File: config.mk
export PLATFORM = sky130hd
export DESIGN_NAME = six_bit_gpio_port
export DESIGN_NICKNAME = d
export VERILOG_FILES = /design/src/logic/gpio_port_pkg.sv /design/src/logic/pin_sync.sv /design/src/logic/six_bit_gpio_port.sv
export VERILOG_INCLUDE_DIRS = /design/src /design/src/logic
export SDC_FILE = /design/constraint.sdc
export NUM_CORES = 1
export LEC_CHECK = 0
export ABC_CLOCK_PERIOD_IN_PS = 2480
export BUFFER_PORTS_ARGS = -buffer_cell sky130_fd_sc_hd__buf_2
export CAP_MARGIN = 20
export CORE_MARGIN = 2
export CORE_UTILIZATION = 45
export DETAILED_ROUTE_END_ITERATION = 10
export PLACE_DENSITY = 0.88
export SYNTH_ARGS = -nofsm -noshare
export SYNTH_HDL_FRONTEND = slang
export SYNTH_SLANG_ARGS = --single-unit
File: constraint.sdc
create_clock -name clock -period 2.48 [get_ports clock]
set_input_delay 0.372 -clock clock [delete_from_list [all_inputs] [get_ports clock]]
set_output_delay 0.372 -clock clock [all_outputs]
set_load 0.01 [all_outputs]
File: src/logic/gpio_port_params.svh
// Function
// - six-bit bidirectional port with one direction bit per pin
// - direction bit one makes the pin an input, driver released
// - direction bit zero drives the pin from the output latch
// - pin three is input only; its direction bit always reads one
// - data read returns pin levels; data write updates the output latch
// - writes store the written bits into the latch; the sampled pin levels cancel out
// - pin three reads zero while the reset-pin function is enabled
// - direction still governs analog pins; analog pins read zero
// - an enabled sharing peripheral may withdraw its pin from port use
// - every pin but three has a weak pull-up with its own enable bit
// - pull-up switched off while the pin is an output
// - global pull-up control at option bit 7 disables pull-ups after reset
// - pin three pull-up follows the reset-pin function, no software control
// - data bits 7-6 read zero, bits 5-0 reflect the six pins
// - individual pull-up active only when global control enables pull-ups
`ifndef GPIO_PORT_PARAMS_SVH
`define GPIO_PORT_PARAMS_SVH
`define OFS_PIN_LEVELS    12'h000
`define OFS_DIRECTION     12'h004
`define OFS_PULL_UP       12'h008
`define OFS_OPTION        12'h00c
`define OFS_ANALOG_SELECT 12'h010
`define OFS_PERIPH_CLAIM  12'h014
`define OFS_CONFIG        12'h018
`define PIN_THREE         3
`define GLOBAL_PU_BIT     7
`define DIRECTION_RESET   6'h3f
`define PULL_UP_RESET     6'h37
`define OPTION_RESET      8'h80
`define PULL_UP_MASK      6'h37
`define CONFIG_RESET_BIT  0
`endif

File: src/logic/gpio_port_pkg.sv
package gpio_port_pkg;
  typedef logic [31:0] word_t;
  typedef logic [1:0]  resp_t;
  localparam resp_t RESP_OKAY   = 2'b00;
  localparam resp_t RESP_SLVERR = 2'b10;
endpackage

File: src/logic/pin_sync.sv
`timescale 1ns/1ps
`default_nettype none
// two-flop synchroniser per pin; stage one feeds only stage two
module pin_sync #(
  parameter int WIDTH = 6
) (
  input  wire logic             clock,
  input  wire logic             sys_rst,
  input  wire logic             clkEn,
  input  wire logic [WIDTH-1:0] asyncIn,
  output logic      [WIDTH-1:0] syncOut
);
  logic [WIDTH-1:0] stageOne_r;

  // the pins are outside our clock, so metastability must settle first
  always_ff @(posedge clock or posedge sys_rst) begin
    if (sys_rst) begin
      stageOne_r <= '0;
      syncOut    <= '0;
    end else if (clkEn) begin
      stageOne_r <= asyncIn;
      syncOut    <= stageOne_r;
    end
  end
endmodule
`default_nettype wire

File: src/logic/six_bit_gpio_port.sv
`timescale 1ns/1ps
`default_nettype none
`include "gpio_port_params.svh"
module six_bit_gpio_port
  import gpio_port_pkg::*;
#(
  parameter int PINS = 6
) (
  // clock and reset
  input  wire logic            clock,
  input  wire logic            sys_rst,
  input  wire logic            clkEn,
  // axi4-lite write address
  input  wire logic [11:0]     s_axi_awaddr,
  input  wire logic            s_axi_awvalid,
  output logic                 s_axi_awready,
  // axi4-lite write data
  input  wire logic [31:0]     s_axi_wdata,
  input  wire logic [3:0]      s_axi_wstrb,
  input  wire logic            s_axi_wvalid,
  output logic                 s_axi_wready,
  // axi4-lite write response
  output logic [1:0]           s_axi_bresp,
  output logic                 s_axi_bvalid,
  input  wire logic            s_axi_bready,
  // axi4-lite read address
  input  wire logic [11:0]     s_axi_araddr,
  input  wire logic            s_axi_arvalid,
  output logic                 s_axi_arready,
  // axi4-lite read data
  output logic [31:0]          s_axi_rdata,
  output logic [1:0]           s_axi_rresp,
  output logic                 s_axi_rvalid,
  input  wire logic            s_axi_rready,
  // pins
  input  wire logic [PINS-1:0] pinIn,
  output logic      [PINS-1:0] pinOut,
  output logic      [PINS-1:0] pinOutEnN,
  output logic      [PINS-1:0] pullUpOn
);
  // register state
  logic [PINS-1:0] outLatch_r;
  logic [PINS-1:0] direction_r;
  logic [PINS-1:0] pullUpEn_r;
  logic [7:0]      option_r;
  logic [PINS-1:0] analogSel_r;
  logic [PINS-1:0] periphClaim_r;
  logic            resetPinFn_r;
  // bus state
  logic            awHeld_r;
  logic [11:0]     awAddr_r;
  logic            wHeld_r;
  logic [31:0]     wData_r;
  logic [3:0]      wStrb_r;
  logic            arBusy_r;
  // synchronised pins and derived views
  logic [PINS-1:0] pinSync;
  wire  [PINS-1:0] dirEff;
  wire  [PINS-1:0] pinRead;
  wire  [PINS-1:0] driveEn;
  wire  [PINS-1:0] puIndividual;
  wire             globalPuOn;

  pin_sync #(
    .WIDTH (PINS)
  ) u_sync (
    .clock   (clock),
    .sys_rst (sys_rst),
    .clkEn   (clkEn),
    .asyncIn (pinIn),
    .syncOut (pinSync)
  );

  // the global bit is active low: a one after reset turns every pull-up but pin three's off
  assign globalPuOn = ~option_r[`GLOBAL_PU_BIT];

  // per-pin direction, drive and pull-up
  genvar g;
  generate
    for (g = 0; g < PINS; g++) begin : gen_pin
      if (g == `PIN_THREE) begin : gen_in_only
        assign dirEff[g]       = 1'b1;
        assign driveEn[g]      = 1'b0;
        assign pinRead[g]      = resetPinFn_r ? 1'b0 : pinSync[g];
        assign puIndividual[g] = resetPinFn_r;
      end else begin : gen_io
        assign dirEff[g]       = direction_r[g];
        // a claimed pin is released to its peripheral
        assign driveEn[g]      = ~direction_r[g] & ~periphClaim_r[g];
        // analog readback is zero; direction still acts on the pin
        assign pinRead[g]      = analogSel_r[g] ? 1'b0 : pinSync[g];
        assign puIndividual[g] = pullUpEn_r[g] & direction_r[g] & globalPuOn;
      end
    end
  endgenerate

  // outputs to the pad ring
  assign pinOut    = outLatch_r;
  assign pinOutEnN = ~driveEn;
  assign pullUpOn  = puIndividual;

  // write channel decode
  wire        awTake    = s_axi_awvalid & ~awHeld_r;
  wire        wTake     = s_axi_wvalid & ~wHeld_r;
  wire        wrFire    = awHeld_r & wHeld_r & ~s_axi_bvalid;
  wire [11:0] wrAddr    = awAddr_r;
  wire [7:0]  wrByte    = wData_r[7:0];
  wire        wrLane0   = wStrb_r[0];
  wire        wrData    = wrFire & wrLane0 & (wrAddr == `OFS_PIN_LEVELS);
  wire        wrDir     = wrFire & wrLane0 & (wrAddr == `OFS_DIRECTION);
  wire        wrPu      = wrFire & wrLane0 & (wrAddr == `OFS_PULL_UP);
  wire        wrOpt     = wrFire & wrLane0 & (wrAddr == `OFS_OPTION);
  wire        wrAna     = wrFire & wrLane0 & (wrAddr == `OFS_ANALOG_SELECT);
  wire        wrClaim   = wrFire & wrLane0 & (wrAddr == `OFS_PERIPH_CLAIM);
  wire        wrCfg     = wrFire & wrLane0 & (wrAddr == `OFS_CONFIG);
  wire        wrMapped  = (wrAddr == `OFS_PIN_LEVELS) | (wrAddr == `OFS_DIRECTION) |
                          (wrAddr == `OFS_PULL_UP) | (wrAddr == `OFS_OPTION) |
                          (wrAddr == `OFS_ANALOG_SELECT) | (wrAddr == `OFS_PERIPH_CLAIM) |
                          (wrAddr == `OFS_CONFIG);

  // read-modify-write form: the sampled pins cancel out, so every latch bit
  // takes the written data bit, whatever level the pin is held at externally
  wire [PINS-1:0] rmwMask  = wrByte[PINS-1:0] ^ pinSync;
  wire [PINS-1:0] latchNxt = pinSync ^ rmwMask;

  assign s_axi_awready = ~awHeld_r;
  assign s_axi_wready  = ~wHeld_r;

  // read channel decode
  wire        arTake  = s_axi_arvalid & ~arBusy_r;
  wire [11:0] ra      = s_axi_araddr;
  wire        rdHit   = (ra == `OFS_PIN_LEVELS) | (ra == `OFS_DIRECTION) |
                        (ra == `OFS_PULL_UP) | (ra == `OFS_OPTION) |
                        (ra == `OFS_ANALOG_SELECT) | (ra == `OFS_PERIPH_CLAIM) |
                        (ra == `OFS_CONFIG);
  wire [7:0]  rdPins  = {2'b00, pinRead};
  wire [7:0]  rdDir   = {2'b00, dirEff};
  wire [7:0]  rdPu    = {2'b00, pullUpEn_r & `PULL_UP_MASK};
  wire [7:0]  rdAna   = {2'b00, analogSel_r};
  wire [7:0]  rdClaim = {2'b00, periphClaim_r};
  wire [7:0]  rdCfg   = {7'h00, resetPinFn_r};
  wire [7:0]  rdByte  = (ra == `OFS_PIN_LEVELS)    ? rdPins :
                        (ra == `OFS_DIRECTION)     ? rdDir :
                        (ra == `OFS_PULL_UP)       ? rdPu :
                        (ra == `OFS_OPTION)        ? option_r :
                        (ra == `OFS_ANALOG_SELECT) ? rdAna :
                        (ra == `OFS_PERIPH_CLAIM)  ? rdClaim :
                        (ra == `OFS_CONFIG)        ? rdCfg : 8'h00;

  assign s_axi_arready = ~arBusy_r;

  // write address and data capture, either order
  always_ff @(posedge clock or posedge sys_rst) begin
    if (sys_rst) begin
      awHeld_r <= 1'b0;
      awAddr_r <= 12'h000;
      wHeld_r  <= 1'b0;
      wData_r  <= 32'h0000_0000;
      wStrb_r  <= 4'h0;
    end else if (clkEn) begin
      if (awTake) begin
        awHeld_r <= 1'b1;
        awAddr_r <= {s_axi_awaddr[11:2], 2'b00};
      end else if (wrFire) begin
        awHeld_r <= 1'b0;
      end
      if (wTake) begin
        wHeld_r <= 1'b1;
        wData_r <= s_axi_wdata;
        wStrb_r <= s_axi_wstrb;
      end else if (wrFire) begin
        wHeld_r <= 1'b0;
      end
    end
  end

  // write response
  always_ff @(posedge clock or posedge sys_rst) begin
    if (sys_rst) begin
      s_axi_bvalid <= 1'b0;
      s_axi_bresp  <= RESP_OKAY;
    end else if (clkEn) begin
      if (wrFire) begin
        s_axi_bvalid <= 1'b1;
        s_axi_bresp  <= wrMapped ? RESP_OKAY : RESP_SLVERR;
      end else if (s_axi_bready) begin
        s_axi_bvalid <= 1'b0;
      end
    end
  end

  // data latch and direction
  always_ff @(posedge clock or posedge sys_rst) begin
    if (sys_rst) begin
      outLatch_r  <= '0;
      direction_r <= `DIRECTION_RESET;
    end else if (clkEn) begin
      if (wrData) outLatch_r <= latchNxt;
      if (wrDir) direction_r <= wrByte[PINS-1:0] | 6'h08;
    end
  end

  // pull-up and option
  always_ff @(posedge clock or posedge sys_rst) begin
    if (sys_rst) begin
      pullUpEn_r <= `PULL_UP_RESET;
      option_r   <= `OPTION_RESET;
    end else if (clkEn) begin
      if (wrPu) pullUpEn_r <= wrByte[PINS-1:0] & `PULL_UP_MASK;
      if (wrOpt) option_r <= wrByte;
    end
  end

  // analog select, peripheral claim, reset-pin function
  always_ff @(posedge clock or posedge sys_rst) begin
    if (sys_rst) begin
      analogSel_r   <= '0;
      periphClaim_r <= '0;
      resetPinFn_r  <= 1'b0;
    end else if (clkEn) begin
      if (wrAna) analogSel_r <= wrByte[PINS-1:0] & 6'h37;
      if (wrClaim) periphClaim_r <= wrByte[PINS-1:0] & 6'h37;
      if (wrCfg) resetPinFn_r <= wrByte[`CONFIG_RESET_BIT];
    end
  end

  // read path: one cycle from address to data
  always_ff @(posedge clock or posedge sys_rst) begin
    if (sys_rst) begin
      arBusy_r     <= 1'b0;
      s_axi_rvalid <= 1'b0;
      s_axi_rdata  <= 32'h0000_0000;
      s_axi_rresp  <= RESP_OKAY;
    end else if (clkEn) begin
      if (arTake) begin
        arBusy_r     <= 1'b1;
        s_axi_rvalid <= 1'b1;
        s_axi_rdata  <= {24'h000000, rdByte};
        s_axi_rresp  <= rdHit ? RESP_OKAY : RESP_SLVERR;
      end else if (s_axi_rvalid && s_axi_rready) begin
        arBusy_r     <= 1'b0;
        s_axi_rvalid <= 1'b0;
      end
    end
  end
endmodule
`default_nettype wire

==> summary.txt <==
Status
  • Status: complete, no violations

Setup path
  • Endpoint class of the critical path: register
  • Worst-case reg-to-reg path depth: 5
  • Startpoint Class: register
  • Worst EP arrival: 2.62 ns
  • Setup CP Type: register to register
  • Worst-path fanout max: 5
  • Worst endpoint required time: 2.71 ns

Placement
  • Post-DP Area: 0.00430 mm2
  • Placed cells: 497
  • I/O Buffers: 76
  • DP HPWL: 5.99 mm
  • Global placement routability congestion: 0.809

Die
  • Die height: 97.0 um
  • Boundary pin count: 133
  • Die Width: 97.0 um
  • Starting Density: 46.9%
  • Num rows: 33
  • Core footprint: 0.00830 mm2
  • Die footprint: 0.00940 mm2

Detailed routing
  • DRT Pass-1 Iters: 4
  • Post-route ant nets: 0
  • Post-detailed-route wirelength per cell: 15.3 um
  • Iteration-0 DRC Markers: 208
  • DRC Markers: 0
  • Routed wire length: 7.86 mm
  • Via density: 5.18
  • Via count: 2657

Power and ir drop
  • Leakage: 2.26 nW
  • Sw Share: 28.3%
  • P_sw: 1.03 mW
  • Max rail drop VDD: 384 uV
  • Clk network pwr share: 32.7%
  • Pint: 2.60 mW
  • Power Dens Cells: 797 mW/mm2
  • Combinational share of power: 17.4%
  • Sequential share of power: 49.9%

Clocking
  • Longest Clk Path Bufs: 2
  • Cts hold-fix bufs: 0
  • CTS H-Tree Depth: 3
  • Postcts setup bufs: 0
  • Post-CTS sizing: 0
  • Root buffer cell: clkbuf_8
  • CTS tree: built
  • Clock Sinks: 80
  • Worst skew pair latency: 0.35 ns
  • Clock slew at reported path FFs: 0.08 ns
  • Total CTS buffers: 9

Logic synthesis
  • Number of synthesized flops with an enable pin: 0
  • Async S/R FF share, synth: 100%
  • Yosys reg bits: 80
  • Post-Syn Area: 0.00389 mm2
  • Primary FF master, synth: dfrtp_1
  • Synth unique cells: 37
  • Warnings, synthesis: 0
  • Sequential cell area fraction in the yosys report: 51.8%
  • Yosys top cell area share: 44.4%
  • Syn Inst Count: 324
  • Area leader, netlist: dfrtp_1
  • Synthesized area per cell: 12.0 um2
  • Post-synth top cells: dfrtp_1, mux2_2, buf_4, nand2_1, nor2_1
  • Most numerous cell in the Yosys netlist: dfrtp_1
  • Top cells by area, synth: dfrtp_1, mux2_2, dfstp_2, buf_4, mux2_4

Final layout
  • Share of layout cells above drive strength 1: 46.1%
  • Design area: 0.00455 mm2
  • Area grow syn2layout: 17.0%
  • Final #Nets: 477
  • Number of fill cells: 712
  • Antenna Cells: 0
  • Layout Utilization: 54.8%
  • Fin cells: 513

Worst hold path
  • Hold Path Class: input port to async pin

GRT
  • Global-route wire length before repair: 13.2 mm
  • Largest net degree at the start of global routing: 38
  • Global route overflow: 0
  • Via count of the first global-routing pass: 2654
  • Total GRT Usage: 17.5%
  • Initial antenna violation count: 0

Timing
  • Final Hold Vio Count: 0
  • Min Hold Slack: 0.0801 ns
  • Setup TNS Final: 0 ns
  • Max Slew Vio Count: 0
  • Least-Margin Pin Slew: 0.652 ns
  • Slew headroom: 55.9%
  • Fmax: 0.419 GHz
  • Final period util: 96.2%
  • Post-route minimum period: 2.39 ns
  • Clock Skews: 0.00783 ns
  • Final setup fails: 0
  • RSZ-0062 raised after global routing: no

Run
  • # Max-Cap Violations: 0
registers in the layout, indices dropped and copies added (netlist names):
register / flops
awHeld_r: 1
resetPinFn_r: 1
pullUpEn_r: 5
s_axi_bresp: 1
direction_r: 5
awAddr_r: 10
periphClaim_r: 5
u_sync.syncOut: 6
wStrb_r: 1
pinOut: 6
u_sync.stageOne_r: 6
s_axi_rdata: 8
s_axi_rresp: 1
s_axi_bvalid: 1
option_r: 8
analogSel_r: 5
wData_r: 8
wHeld_r: 1
s_axi_rvalid: 1
power groups by stage:
stage | Sequential, mW | Combinational, mW | Clock (mW)
4_1_cts | 1.80 | 0.636 | 1.20
6_report | 1.81 | 0.630 | 1.19
3_3_place_gp | 1.80 | 0.607 | 0
3_5_place_dp | 1.83 | 0.635 | 0
5_1_grt | 1.84 | 0.691 | 1.27
2_1_floorplan | 1.76 | 0.484 | 0
layer usage:
layer	up-vias	track usage, %	share of wire (%)
met5	-	0	0
met4	0	7.91	2.4
met3	16	3.11	6.4
met2	102	28.4	48
met1	1293	22.9	44
li1	1246	-	-
stage by stage:
step / total power [mW] / setup WS (ns)
after floorplan: 2.24 / 0.0745
after global placement: 2.41 / 0.136
after detailed placement: 2.46 / 0.0943
after CTS: 3.64 / 0.0861
after global routing: 3.80 / 0.0161
final: 3.62 / 0.0936
final timing paths:
path	startpoint	endpoint	slack [ns]
setup reg to reg	awAddr_r[8]	periphClaim_r[2]	0.09
max in group asynchronous	sys_rst	pullUpEn_r[1]	1.73
min in group clock	s_axi_wdata[1]	wData_r[1]	0.25
setup / recovery	awAddr_r[8]	periphClaim_r[2]	0.09
hold reg to reg	s_axi_rdata[6]	s_axi_rdata[6]	0.48
hold / removal	sys_rst	s_axi_bvalid	0.08
critical path: stages (launching register included):
cell and delay, ns:
dfrtp_1 0.38, or4_4 0.55, nor4_4 0.23, nand2_4 0.08, or4_1 0.67, mux2_4 0.36
final cells by class:
| cell class | count | area [um2] | share of cell area, % |
|---|---|---|---|
| Clock buffer | 11 | 151 | 3.33 |
| Clock inverter | 5 | 103 | 2.26 |
| Inverter | 9 | 33.8 | 0.743 |
| Multi-Input combinational cell | 220 | 1670 | 36.7 |
| Sequential cell | 80 | 2020 | 44.3 |
| Tap cell | 105 | 131 | 2.89 |
| Timing Repair Buffer | 83 | 445 | 9.79 |
cell families after synthesis:
logic type	after synthesis	share of synthesized area (%)
buffers and inverters	49	7.66
AO/OA/AOI/OAI	33	5.66
multiplexers	72	21.9
flip-flops	80	51.8
other	2	0.193
AND/OR/NAND/NOR	88	12.7
layout by cell type (no fill, tap or decap), types with 2 or more instances in the layout:
cell / count
and3_1: 2
dfstp_2: 11
bufinv_16: 3
nand2_1: 23
mux2i_1: 5
inv_1: 8
a221o_1: 3
a31oi_1: 2
buf_2: 76
nor4_1: 2
o31ai_1: 3
nand3_1: 8
dfrtp_1: 69
a311oi_1: 2
a21oi_1: 10
nand2b_1: 7
nor4b_1: 2
nor3_1: 4
a221oi_1: 3
buf_4: 6
mux2_2: 54
o21ai_0: 7
or2_2: 5
clkbuf_8: 11
or4_1: 5
nor4_4: 3
nor2b_1: 2
nor2_1: 21
conb_1: 27
mux2_4: 13
Note: power is estimated with default switching activity, not from simulation.
